**src/lir_pkg.sv**
```systemverilog
// Package: addresses, field positions, reset values and timing counts
`default_nettype none
package lir_pkg;
   localparam logic [7:0] LIR_ADDR_MASTER_AUX = 8'h0E;
   localparam logic [7:0] LIR_ADDR_PORT_PAIR = 8'h10;
   localparam logic [7:0] LIR_RESET_MASTER_AUX = 8'h00;
   localparam logic [7:0] LIR_RESET_PORT_PAIR = 8'h00;
   localparam logic [7:0] LIR_READ_UNMAPPED = 8'h00;
   localparam int LIR_HI_MSB = 7;
   localparam int LIR_HI_LSB = 4;
   localparam int LIR_LO_MSB = 3;
   localparam int LIR_LO_LSB = 0;
   localparam logic LIR_CMD_WRITE = 1'b0;
   localparam logic LIR_CMD_READ = 1'b1;
   localparam logic [3:0] LIR_CODE_OFF = 4'h0;
   localparam logic [3:0] LIR_CODE_STATIC = 4'hF;
   localparam logic [3:0] LIR_LAST_SLOT = 4'hE;
   localparam logic [3:0] LIR_LAST_SUB = 4'hF;
   // Internal oscillator tick: one enable pulse every this many sys_clk cycles
   localparam logic [7:0] LIR_TICK_DIV = 8'h04;
endpackage
`default_nettype wire

```
**src/lir_timebase.sv**
```systemverilog
// Gated oscillator tick and master-window slot / sub-slot counters
`default_nettype none
module lir_timebase
   import lir_pkg::*;
(
   input wire logic sys_clk,
   input wire logic nrst,
   input wire logic run,
   output logic [3:0] slot,
   output logic [3:0] sub
);
   typedef struct packed
   {
      logic [7:0] div;
      logic [3:0] slot;
      logic [3:0] sub;
   } lir_tb_state_t;

   lir_tb_state_t st_r;
   lir_tb_state_t st_nxt;

   always_comb
   begin
      st_nxt = st_r;
      if (!run)
      begin
         // Stopped oscillator restarts at the window start
         st_nxt = '0;
      end
      else if (st_r.div == LIR_TICK_DIV - 8'h01)
      begin
         st_nxt.div = 8'h00;
         if (st_r.sub == LIR_LAST_SUB)
         begin
            st_nxt.sub = 4'h0;
            st_nxt.slot = (st_r.slot == LIR_LAST_SLOT) ? 4'h0 : st_r.slot + 4'h1;
         end
         else
         begin
            st_nxt.sub = st_r.sub + 4'h1;
         end
      end
      else
      begin
         st_nxt.div = st_r.div + 8'h01;
      end
   end

   always_ff @(posedge sys_clk or negedge nrst)
   begin
      if (!nrst)
      begin
         st_r <= '0;
      end
      else
      begin
         st_r <= st_nxt;
      end
   end

   assign slot = st_r.slot;
   assign sub = st_r.sub;
endmodule
`default_nettype wire

```
**src/lir_intensity.sv**
```systemverilog
// Intensity registers and PWM drive for the auxiliary output and ports zero and one
//
// Overview of operation
// - Master code zero: oscillator stopped, outputs static
// - Master codes 1..15 give code/15 duty
// - Shared register: master bits 7:4, auxiliary 3:0
// - Shared register at 0x0E, written and read back
// - Auxiliary codes 0..14 give (code+1)/16 duty
// - Auxiliary code 15 drives static level
// - Pair register: port one 7:4, zero 3:0
// - Port one codes 0..14 give (code+1)/16
// - Port one code 15 static; register at 0x10
// - Port zero same encoding, 15 static
`default_nettype none
module lir_intensity
   import lir_pkg::*;
(
   input wire logic sys_clk,
   input wire logic nrst,
   input wire logic cmd_valid,
   input wire logic cmd_rw,
   input wire logic [7:0] cmd_addr,
   input wire logic [7:0] cmd_wdata,
   output logic [7:0] rd_data,
   output logic rd_valid,
   output logic osc_running,
   output logic auxiliary_output_on,
   output logic port_zero_on,
   output logic port_one_on
);
   // ***********************************
   // Types and state
   // ***********************************
   typedef struct packed
   {
      logic [7:0] master_aux;
      logic [7:0] port_pair;
      logic [7:0] rd_data;
      logic rd_valid;
      logic osc_running;
      logic aux_on;
      logic p0_on;
      logic p1_on;
   } lir_state_t;

   // Which register a command addresses
   typedef enum logic [1:0]
   {
      LIR_SEL_NONE,
      LIR_SEL_MASTER_AUX,
      LIR_SEL_PORT_PAIR
   } lir_sel_t;

   lir_state_t st_r;
   lir_state_t st_nxt;
   logic [3:0] master_level;
   logic [3:0] slot;
   logic [3:0] sub;
   lir_sel_t cmd_sel;

   // ***********************************
   // Helper functions
   // ***********************************
   // Upper and lower intensity nibbles of a register byte
   function automatic logic [3:0] lir_hi(input logic [7:0] b);
      return b[LIR_HI_MSB:LIR_HI_LSB];
   endfunction

   function automatic logic [3:0] lir_lo(input logic [7:0] b);
      return b[LIR_LO_MSB:LIR_LO_LSB];
   endfunction

   // One decoder shared by write and read keeps both maps identical
   function automatic lir_sel_t lir_decode(input logic [7:0] addr);
      lir_sel_t sel;
      sel = LIR_SEL_NONE;
      if (addr == LIR_ADDR_MASTER_AUX)
      begin
         sel = LIR_SEL_MASTER_AUX;
      end
      else if (addr == LIR_ADDR_PORT_PAIR)
      begin
         sel = LIR_SEL_PORT_PAIR;
      end
      return sel;
   endfunction

   // Read-back mux; addresses owned by other blocks answer a fixed value
   function automatic logic [7:0] lir_read(input lir_sel_t sel, input logic [7:0] master_aux,
                                           input logic [7:0] port_pair);
      logic [7:0] data;
      data = LIR_READ_UNMAPPED;
      unique case (sel)
         LIR_SEL_MASTER_AUX:
         begin
            data = master_aux;
         end
         LIR_SEL_PORT_PAIR:
         begin
            data = port_pair;
         end
         LIR_SEL_NONE:
         begin
            data = LIR_READ_UNMAPPED;
         end
         default:
         begin
            data = LIR_READ_UNMAPPED;
         end
      endcase
      return data;
   endfunction

   // Output on when inside both the master share and the nibble share
   function automatic logic lir_on(input logic [3:0] master, input logic [3:0] code,
                                   input logic [3:0] slot_i, input logic [3:0] sub_i);
      logic on;
      on = 1'b0;
      if (code == LIR_CODE_STATIC)
      begin
         on = 1'b1;
      end
      else if (master == LIR_CODE_OFF)
      begin
         on = 1'b0;
      end
      else
      begin
         // Slots 0..14 form the window, so master 15 fills it
         on = (slot_i < master) && (sub_i <= code);
      end
      return on;
   endfunction

   // ***********************************
   // Oscillator timebase
   // ***********************************
   assign master_level = lir_hi(st_r.master_aux);
   assign cmd_sel = lir_decode(cmd_addr);

   lir_timebase u_timebase
   (
      .sys_clk(sys_clk),
      .nrst(nrst),
      .run(master_level != LIR_CODE_OFF),
      .slot(slot),
      .sub(sub)
   );

   always_comb
   begin
      st_nxt = st_r;
      st_nxt.rd_valid = 1'b0;
      // ***********************************
      // Command decode
      // ***********************************
      if (cmd_valid && cmd_rw == LIR_CMD_WRITE)
      begin
         unique case (cmd_sel)
            LIR_SEL_MASTER_AUX:
            begin
               st_nxt.master_aux = cmd_wdata;
            end
            LIR_SEL_PORT_PAIR:
            begin
               st_nxt.port_pair = cmd_wdata;
            end
            LIR_SEL_NONE:
            begin
               // Writes to other blocks' registers leave ours alone
               st_nxt.master_aux = st_r.master_aux;
            end
            default:
            begin
               st_nxt.master_aux = st_r.master_aux;
            end
         endcase
      end
      else if (cmd_valid && cmd_rw == LIR_CMD_READ)
      begin
         st_nxt.rd_valid = 1'b1;
         st_nxt.rd_data = lir_read(cmd_sel, st_r.master_aux, st_r.port_pair);
      end
      // ***********************************
      // Output drive
      // ***********************************
      st_nxt.osc_running = (master_level != LIR_CODE_OFF);
      st_nxt.aux_on = lir_on(master_level, lir_lo(st_r.master_aux), slot, sub);
      st_nxt.p1_on = lir_on(master_level, lir_hi(st_r.port_pair), slot, sub);
      st_nxt.p0_on = lir_on(master_level, lir_lo(st_r.port_pair), slot, sub);
   end

   // ***********************************
   // State register
   // ***********************************
   always_ff @(posedge sys_clk or negedge nrst)
   begin
      if (!nrst)
      begin
         st_r <= '0;
         st_r.master_aux <= LIR_RESET_MASTER_AUX;
         st_r.port_pair <= LIR_RESET_PORT_PAIR;
      end
      else
      begin
         st_r <= st_nxt;
      end
   end

   // ***********************************
   // Output ports
   // ***********************************
   assign rd_data = st_r.rd_data;
   assign rd_valid = st_r.rd_valid;
   assign osc_running = st_r.osc_running;
   assign auxiliary_output_on = st_r.aux_on;
   assign port_zero_on = st_r.p0_on;
   assign port_one_on = st_r.p1_on;
endmodule
`default_nettype wire

```
**config.mk**
```make
export PLATFORM = sky130hd
export DESIGN_NAME = lir_intensity
export DESIGN_NICKNAME = d
export VERILOG_FILES = /design/src/lir_pkg.sv /design/src/lir_timebase.sv /design/src/lir_intensity.sv
export SDC_FILE = /design/constraint.sdc
export NUM_CORES = 1
export LEC_CHECK = 0
export ABC_AREA = 1
export ABC_CLOCK_PERIOD_IN_PS = 3800
export BUFFER_PORTS_ARGS = -buffer_cell sky130_fd_sc_hd__buf_2
export CAP_MARGIN = 20
export CORE_UTILIZATION = 38
export CTS_CLUSTER_DIAMETER = 80
export DETAILED_ROUTE_END_ITERATION = 8
export GPL_TIMING_DRIVEN = 0
export PLACE_DENSITY_LB_ADDON = 0.3
export SLEW_MARGIN = 20
export SYNTH_ARGS = -nofsm -noshare
export SYNTH_HDL_FRONTEND = slang
export SYNTH_HIERARCHICAL = 1
export SYNTH_SLANG_ARGS = --single-unit
export TNS_END_PERCENT = 5
```
**constraint.sdc**
```tcl
create_clock -name sys_clk -period 3.8 [get_ports sys_clk]
set_input_delay 0.57 -clock sys_clk [delete_from_list [all_inputs] [get_ports sys_clk]]
set_output_delay 0.57 -clock sys_clk [all_outputs]
set_load 0.03 [all_outputs]
```
After elaboration in Yosys (flattened, before gate mapping)
Cells that the tools add are included.
{"block": "op_classes", "n_reduce_logical": 11, "muxes": 17, "n_eq_ne": 12, "n_addsub": 3, "magnitude_cmp": 4, "bitwise_logic": 2}
{"cell": "$eq 4x4->1 const B", "n": 5}
{"cell": "$mux 16", "n": 1}
{"cell": "$mux 8", "n": 2}
{"cell": "$pmux 8 s2", "n": 1}
{"cell": "$le 4x4->1", "n": 3}
{"cell": "$mux 4", "n": 3}
{"cell": "$add 4x1->4 const B", "n": 2}
{"cell": "$add 8x1->8 const B", "n": 1}
{"cell": "$eq 8x2->1 const B", "n": 1}
{"cell": "$eq 8x4->1 const B", "n": 1}
{"cell": "$eq 8x5->1 const B", "n": 1}
{"cell": "$mux 1", "n": 8}
{"cell": "$reduce_and 2->1", "n": 4}
{"cell": "$logic_and 1x1->1", "n": 5}
{"cell": "$logic_not 4->1", "n": 1}
{"cell": "$lt 4x4->1", "n": 1}
{"cell": "$mux 2", "n": 2}
{"cell": "$ne 2x2->1 const B", "n": 2}
{"cell": "$reduce_bool 4->1", "n": 1}
{"cell": "$eq 2x1->1 const B", "n": 1}
{"cell": "$eq 2x2->1 const B", "n": 1}
{"cell": "$not 1->1", "n": 2}
{"block": "totals", "output_inout_bits": 13, "in_bits": 20, "register_bits": 45, "elab_cells": 60}

Depth between registers and ports, before layout
Gate-level depths: netlist of run 1.
{"block": "depth", "word_depth": 5, "ltp_mapped": 11, "ltp_nobuf": 10}

Modules after synthesis
The synthesis of run 1 kept the hierarchy.
{"mod": "lir_intensity", "area_per_inst_um2": 1871.8, "cells_per_inst": 246, "seq_area_each_um2": 725.7, "instances": 1}
{"mod": "lir_timebase", "area_per_inst_um2": 948.4, "cells_per_inst": 122, "seq_area_each_um2": 400.4, "instances": 1}

Least setup slack after synthesis of run 1
No wires, ideal clock.
{"block": "synth_path", "path_kind": "in2reg", "startpoint": "in cmd_addr[0]", "endpoint": "reg st_r[21] (netlist bit)", "path_slack_ps": 2406, "setup_time_ps": 117, "path_buffers": 1, "required_time_ps": 3683, "path_stages": 8, "arrival_time_ps": 1278, "cell_sequence": "inv_1 nand2_1 nor2_4 and2_4 buf_12 nand2_4 nand2_1 nand2_1"}
{"block": "synth_between", "elab_chain_len": 5, "elab_cells_between_ends": 6, "cone_classes": "3 x eq/ne; 2 x mux; 1 x reduce/logical"}
{"element": "from (decl)", "line_no": "lir_intensity.sv:22", "rtl": "input wire logic [7:0] cmd_addr,"}
{"element": "$eq 8x5->1", "line_no": "lir_intensity.sv:81", "rtl": "else if (addr == LIR_ADDR_PORT_PAIR)"}
{"element": "$mux 2", "line_no": "lir_intensity.sv:81"}
{"element": "$mux 2 *", "line_no": "lir_intensity.sv:77", "rtl": "if (addr == LIR_ADDR_MASTER_AUX)"}
{"element": "$eq 2x1->1 *", "line_no": "lir_intensity.sv:159", "rtl": "unique case (cmd_sel)"}
{"element": "$reduce_and 2->1 (no source line) *"}
{"element": "to (signal assigned)", "line_no": "lir_intensity.sv:206", "rtl": "st_r <= st_nxt;"}
{"element": "to (decl)", "line_no": "lir_intensity.sv:54", "rtl": "lir_state_t st_r;"}
Every way passes the cells marked *; elsewhere a longest branch is shown, timed or not.
A chain may end at the register's enable or synchronous reset.

==> results of run 1 <==
==> through the flow <==
| step | utilization (%) | cells | hold slack, ns | instance area (sq um) |
|---|---|---|---|---|
| CTS | 44.7 | 507 | 0.481 | 3220 |
| global placement | 43.0 | 499 | 0.466 | 3100 |
| detailed placement | 43.0 | 499 | 0.466 | 3100 |
| global route | 44.7 | 507 | 0.324 | 3230 |
| floorplan | - | 368 | 0.274 | 2820 |
| finish | 44.7 | 507 | 0.260 | 3230 |
==> worst max-delay path by stage <==
stage                       startpoint              end  slack [ns]  depth (start not counted)
floorplan                  cmd_addr[0]         st_r[21]        2.41                          8
global placement           cmd_addr[6]  master_level[3]        2.15                          9
detailed placement         cmd_addr[2]         st_r[13]        2.12                          9
CTS                 u_timebase/slot[3]      port_one_on        2.19                          7
global route        u_timebase/slot[3]      port_one_on        2.05                          7
finish              u_timebase/slot[3]      port_one_on        2.19                          7
==> state kept, by name, summed over array words and instances (netlist names), 4 cells and up <==
| register | flops |
|---|---|
| u_timebase/slot | 4 |
| rd_data | 8 |
| u_timebase/sub | 4 |
| u_timebase/st_r | 8 |
| master_level | 4 |
| st_r | 12 |
==> routing by layer <==
layer	share of wire (%)	global-route usage, %	vias up
met5	0	0	-
met3	4.2	2.45	9
met4	1.8	7.04	0
met1	48	22.5	1073
met2	46	26.3	55
li1	-	-	1214
==> power by group through the flow <==
| stage | logic (mW) | registers [mW] | clock network (mW) |
|---|---|---|---|
| detailed placement | 0.103 | 0.508 | 0 |
| global placement | 0.101 | 0.508 | 0 |
| CTS | 0.103 | 0.499 | 0.391 |
| floorplan | 0.0599 | 0.510 | 0 |
| global route | 0.117 | 0.500 | 0.414 |
| finish | 0.102 | 0.499 | 0.382 |
==> cells in the mapped netlist <==
master,count
or2_2,1
nand3_1,50
nand2_1,129
buf_4,16
nor2_1,16
ha_1,20
nand2_4,3
nor3_1,1
inv_2,6
xor2_1,2
buf_6,1
o21ai_1,2
nand2_2,6
o21bai_1,1
buf_8,1
nor2_4,4
a21oi_1,7
nor2_2,2
nor2_8,1
dfrtp_1,45
buf_2,1
nand4_1,6
buf_12,1
inv_6,1
inv_1,43
and2_4,2
==> worst reg2reg max path: stages (launching register included) <==
cell and delay [ns]:
dfrtp_1 0.43, buf_4 0.15, ha_1 0.28, a21oi_1 0.15
nand2_1 0.06, a21oi_1 0.30, nand2_1 0.08, nand2_1 0.09
==> logic make-up (layout without fill, tap and decap cells) <==
logic type / after synthesis / count (layout) / synth area share [%]
AOI/OAI and AO/OA: 10 / 10 / 1.86
and+or+nand+nor: 221 / 221 / 35.8
buffers and inverters: 70 / 110 / 12.9
DFF: 45 / 45 / 39.9
xor gates and xnor gates: 2 / 2 / 0.621
adders and majority gates: 20 / 20 / 8.87
==> cell usage in the layout, fill, tap and decap left out, types with 4 or more instances in the layout <==
cell      Yosys  layout
buf_4        16      17
inv_2         6       6
nand4_1       6       6
nand3_1      50      50
clkbuf_8      0       6
ha_1         20      20
inv_1        43      43
a21oi_1       7       7
buf_2         1      32
nor2_4        4       4
nand2_1     129     129
nor2_1       16      16
nand2_2       6       6
dfrtp_1      45      45
==> cell type report <==
cell class / instances / area [sq um]
Timing Repair Buffer: 32 / 163
Sequential cell: 45 / 1130
Fill cell: 735 / 3990
Inverter: 50 / 193
Buffer: 20 / 171
Tap cell: 99 / 124
Clock buffer: 6 / 82.6
Multi-Input combinational cell: 253 / 1330
Clock inverter: 2 / 37.5
==> results.json, run 1 <==
{
  "grt_overflow": 0,
  "via_count": 2351,
  "drtPass1Iterations": 5,
  "start_kind": "flip-flop",
  "syn_nets": 408,
  "clockBufferDepth": 2,
  "area_delta_synth_final_pct": 14.4,
  "seqPwrFrac_pct": 50.8,
  "ys_ff_latch": 45,
  "fin_skew_ns": 0.00592,
  "yosysSeqAreaShare_pct": 39.9,
  "syn_avg_cell_area_sq_um": 7.66,
  "postSynthCellCount": 368,
  "drive_gt1_share_pct": 21.1,
  "synthTopCellsByArea": "dfrtp_1, nand2_1, ha_1, nand3_1, inv_1",
  "outcome": "finished, final reports clean",
  "die_w_um": 88.2,
  "drt-total-wl_um": 5680,
  "grt_use_total_pct": 16.6,
  "crit_family": "compound AO/OA/AOI/OAI gates",
  "diodes": 0,
  "slew_headroom_pct": 61.0,
  "critical_path_class": "reg2reg",
  "crit_arrival_ns": 1.84,
  "fmax_ghz": 0.621,
  "fp.dieArea_sq_um": 7770,
  "antenna_left": 0,
  "vias_per_cell": 4.64,
  "crit_top_cell": "nand2_1",
  "start_util_pct": 39.1,
  "clk_latency_ns": 0.30,
  "leakagePower_nw": 1.82,
  "die_h_um": 88.2,
  "rrSetupSlack_ns": 2.19,
  "pin_count": 33,
  "finalSetupViolCount": 0,
  "rr_worst_depth": 7,
  "core-area_sq_um": 7210,
  "critPathBufInv": 1,
  "postCtsSetupBuffers": 0,
  "clk_pin_slew_ns": 0.09,
  "rsz0062_at_grt": "no",
  "grt_max_degree": 46,
  "place_ws_ns": 2.12,
  "cts-root-buf": "clkbuf_8",
  "clkSinkCount": 45,
  "post_synth_instance_area_sq_um": 2820,
  "portBuffers": 32,
  "hpwlAfterDp_um": 4230,
  "routedWlPerCell_um": 11.2,
  "drv_slew": 0,
  "powerDensity_nw_per_um2": 304,
  "initialDrtViolationCount": 130,
  "crit_path_max_fanout": 5,
  "ir_worst_vdd_mv": 0.124,
  "place_congestion": 0.812,
  "nets": 447,
  "path_cells": "buf_4 -> ha_1 -> a21oi_1 -> nand2_1 -> a21oi_1 -> nand2_1 -> nand2_1",
  "cp-end-kind": "flip-flop",
  "post_cts_resized": 0,
  "cpMaxStageDelayCell": "dfrtp_1",
  "yosysWarnings": 6,
  "r2r_start": "u_timebase/slot[3]",
  "grt_pass1_vias": 2233,
  "synth_top_area_cell": "dfrtp_1",
  "cts_tree": "yes",
  "h-tree-depth": 2,
  "fin_setup_tns_ns": 0,
  "fin_ws_ns": 2.19,
  "finalHoldViolCount": 0,
  "holdCritPathClass": "in2async",
  "p_int_mw": 0.735,
  "hold_buffers": 0,
  "min_period_over_period_pct": 42.4,
  "total_power_mw": 0.982,
  "cp.required_ns": 4.03,
  "p_comb_share_pct": 10.3,
  "drc": 0,
  "worstReg2RegEnd": "port_one_on",
  "max_cap_viol_count": 0,
  "netSwitchingFraction_pct": 25.2,
  "antenna_found_initial": 0,
  "synthDistinctLibCells": 26,
  "rows": 31,
  "numCtsBuffers": 5,
  "yosys.area.top_type_share_pct": 39.9,
  "switchingPower_mw": 0.247,
  "clkPwrFrac_pct": 38.9,
  "grt_first_pass_wirelength_um": 9940,
  "max_stage_delay_ns": 0.43,
  "tightest_slew_ns": 0.586,
  "period_needed_ns": 1.61
}
Power figures use the tool's default switching activity.
==> run 2, diff against run 1 <==
- ABC_AREA: 1 -> 0
- ABC_CLOCK_PERIOD_IN_PS: 3800 -> 1300
- clock period: 3.8 -> 1.3 ns (I/O delays scaled with it)
==> results.json, run 2 <==
{
  "outcome": "complete, but fails checks",
  "failed_checks": "negative setup slack",
  "period_needed_ns": 1.58,
  "switchingPower_mw": 0.632,
  "min_period_over_period_pct": 122,
  "max_cap_viol_count": 0,
  "numCtsBuffers": 5,
  "postSynthCellCount": 224,
  "place_congestion": 0.777,
  "drt-total-wl_um": 4660,
  "initialDrtViolationCount": 37,
  "yosys.area.top_type_share_pct": 44.7,
  "clk_pin_slew_ns": 0.09,
  "core-area_sq_um": 6390,
  "holdCritPathClass": "in2reg",
  "fin_setup_tns_ns": -4.07,
  "tightest_slew_ns": 0.577,
  "cp.required_ns": 1.48,
  "finalHoldViolCount": 0,
  "worstReg2RegEnd": "u_timebase/slot[2]",
  "ir_worst_vdd_mv": 0.426,
  "rsz0062_at_grt": "yes",
  "cp-end-kind": "flip-flop",
  "via_count": 1748,
  "yosysSeqAreaShare_pct": 44.7,
  "post_synth_instance_area_sq_um": 2520,
  "cts_tree": "yes",
  "hold_slack_ns": 0.138,
  "start_kind": "flip-flop",
  "die_h_um": 83.4,
  "antenna_left": 0,
  "grt_overflow": 0,
  "grt_use_total_pct": 14.6,
  "powerDensity_nw_per_um2": 921,
  "start_util_pct": 39.4,
  "die_w_um": 83.4,
  "synth_most_common_cell": "dfrtp_1",
  "hold_depth": 2,
  "drc": 0,
  "netSwitchingFraction_pct": 22.6,
  "clkSinkCount": 45,
  "yosysWarnings": 6,
  "h-tree-depth": 2,
  "rows": 29,
  "rr_worst_depth": 4,
  "path_cells": "or4_4 -> nand2_2 -> nor3b_1 -> a311o_2",
  "finalSetupViolCount": 27,
  "p_comb_share_pct": 9.0,
  "critical_path_class": "reg2reg",
  "syn_avg_cell_area_sq_um": 11.2,
  "nets": 316,
  "fp.dieArea_sq_um": 6950,
  "cts-root-buf": "clkbuf_8",
  "pin_count": 33,
  "grt_pass1_vias": 1737,
  "clk_latency_ns": 0.30,
  "final_cells": 354,
  "synthTopCellsByArea": "dfrtp_1, ha_1, mux2_2, buf_4, inv_1",
  "area_delta_synth_final_pct": 20.5,
  "leakagePower_nw": 1.50,
  "syn_nets": 264,
  "crit_arrival_ns": 1.76,
  "fmax_ghz": 0.633,
  "grt_first_pass_wirelength_um": 8140,
  "clkPwrFrac_pct": 39.1,
  "hpwlAfterDp_um": 3360,
  "crit_path_max_fanout": 6,
  "synth-edff-count": 0,
  "routedWlPerCell_um": 13.2,
  "vias_per_cell": 4.94,
  "synthDistinctLibCells": 45,
  "hp-start": "cmd_wdata[3]",
  "largest_register_ffs": 12,
  "mostFrequentLayoutCell": "dfrtp_1",
  "p_int_mw": 2.16,
  "synth_common_cells": "dfrtp_1, ha_1, mux2_2",
  "rrSetupSlack_ns": -0.28,
  "most-common-layout-cells": "dfrtp_1, buf_2, buf_4, ha_1, mux2_2",
  "seqPwrFrac_pct": 51.9,
  "grt_max_degree": 46,
  "ys_ff_latch": 45,
  "synth_top_area_cell": "dfrtp_1",
  "fin_ws_ns": -0.280,
  "top_register": "st_r",
  "slew_headroom_pct": 61.5,
  "r2r_start": "master_level[2]",
  "max_stage_delay_ns": 0.59,
  "drtPass1Iterations": 4,
  "fin_skew_ns": 0.00796,
  "async_flop_share_pct": 100,
  "drv_slew": 0,
  "diodes": 0,
  "clockBufferDepth": 2,
  "antenna_found_initial": 0,
  "cpMaxStageDelayCell": "or4_4",
  "portBuffers": 32,
  "dp.cells": 333,
  "synth_top_flop_cell": "dfrtp_1",
  "hold_end": "st_r[16]",
  "drive_gt1_share_pct": 37.2
}
==> run 2: cell types whose count changed after synthesis, moves of 7 or more <==
| cell | previous run | this run |
|---|---|---|
| nand2_1 | 129 | 11 |
| nand3_1 | 50 | 8 |
| inv_1 | 43 | 16 |
| mux2_2 | 0 | 17 |
| nor2_1 | 16 | 9 |
==> run 2: cell type report <==
type | count | area (sq um)
well taps | 77 | 96.3
multi-input cells | 144 | 1230
plain buffers | 19 | 140
flip-flops and latches | 45 | 1130
fillers | 589 | 3350
repair buffers | 45 | 263
clock buffers | 7 | 86.3
clock inverters | 1 | 30.0
inverters | 16 | 60.1
==> run 2: how the worst max path moves through the flow <==
stage                                   from            endpoint  depth (start not counted)
final                        master_level[2]  u_timebase/slot[2]                          4
after global routing      u_timebase/st_r[9]  u_timebase/slot[3]                          5
after CTS                    master_level[3]  u_timebase/slot[2]                          4
after detailed placement         cmd_addr[7]     master_level[3]                          5
after global placement           cmd_addr[7]     master_level[3]                          5
after floorplan                  cmd_addr[7]     master_level[0]                          4
==> run 2: cells by family (layout without fill, tap and decap cells) <==
logic type      count (synthesis)  in the layout  share of synthesized area, %
compound gates                 36             36                          10.3
xor+xnor                        7              7                          2.44
fa+ha+maj                      20             20                          9.94
buf+inv                        35             88                          7.60
flops                          45             45                          44.7
mux                            19             19                          8.40
simple gates                   62             62                          16.6
==> run 2: critical path, delay by kind of cell, from the launching register on <==
kind             cells  cell delay, ns
AND/OR/NAND/NOR      3            0.77
AO/OA/AOI/OAI        1            0.30
flip-flops           1            0.40
==> run 2: power by group through the flow <==
stage          Combinational [mW]  Sequential [mW]  Clock, mW
6_report                    0.252             1.45       1.09
4_1_cts                     0.249             1.45       1.12
3_5_place_dp                0.225             1.48          0
5_1_grt                     0.283             1.45       1.20
3_3_place_gp                0.222             1.48          0
2_1_floorplan               0.113             1.49          0
==> run 2: what timing repair did <==
| item | in CTS | in global routing |
|---|---|---|
| pin swaps | 4 | 3 |
| setup endpoints to repair | 35 | 41 |
| setup buffers | 11 | 1 |
| resized for setup | 10 | 5 |
| hold endpoints to repair | 0 | 45 |
| hold buffers | 0 | 1 |
==> run 2: through the flow <==
stage	setup slack (ns)	util [%]	instance area, sq um	total power [mW]
after detailed placement	-0.657	43.6	2780	1.71
after global routing	-0.343	47.5	3030	2.94
after floorplan	-0.260	-	2530	1.60
final	-0.280	47.5	3030	2.79
after CTS	-0.262	47.1	3010	2.82
after global placement	-0.658	43.6	2780	1.70
==> run 2: per-layer routing <==
layer	up-vias	wire [um]	GRT usage, %
met5	-	0	0
met4	0	55	4.23
met3	6	175	3.88
met2	32	2110	23.2
met1	823	2320	19.7
li1	887	-	-
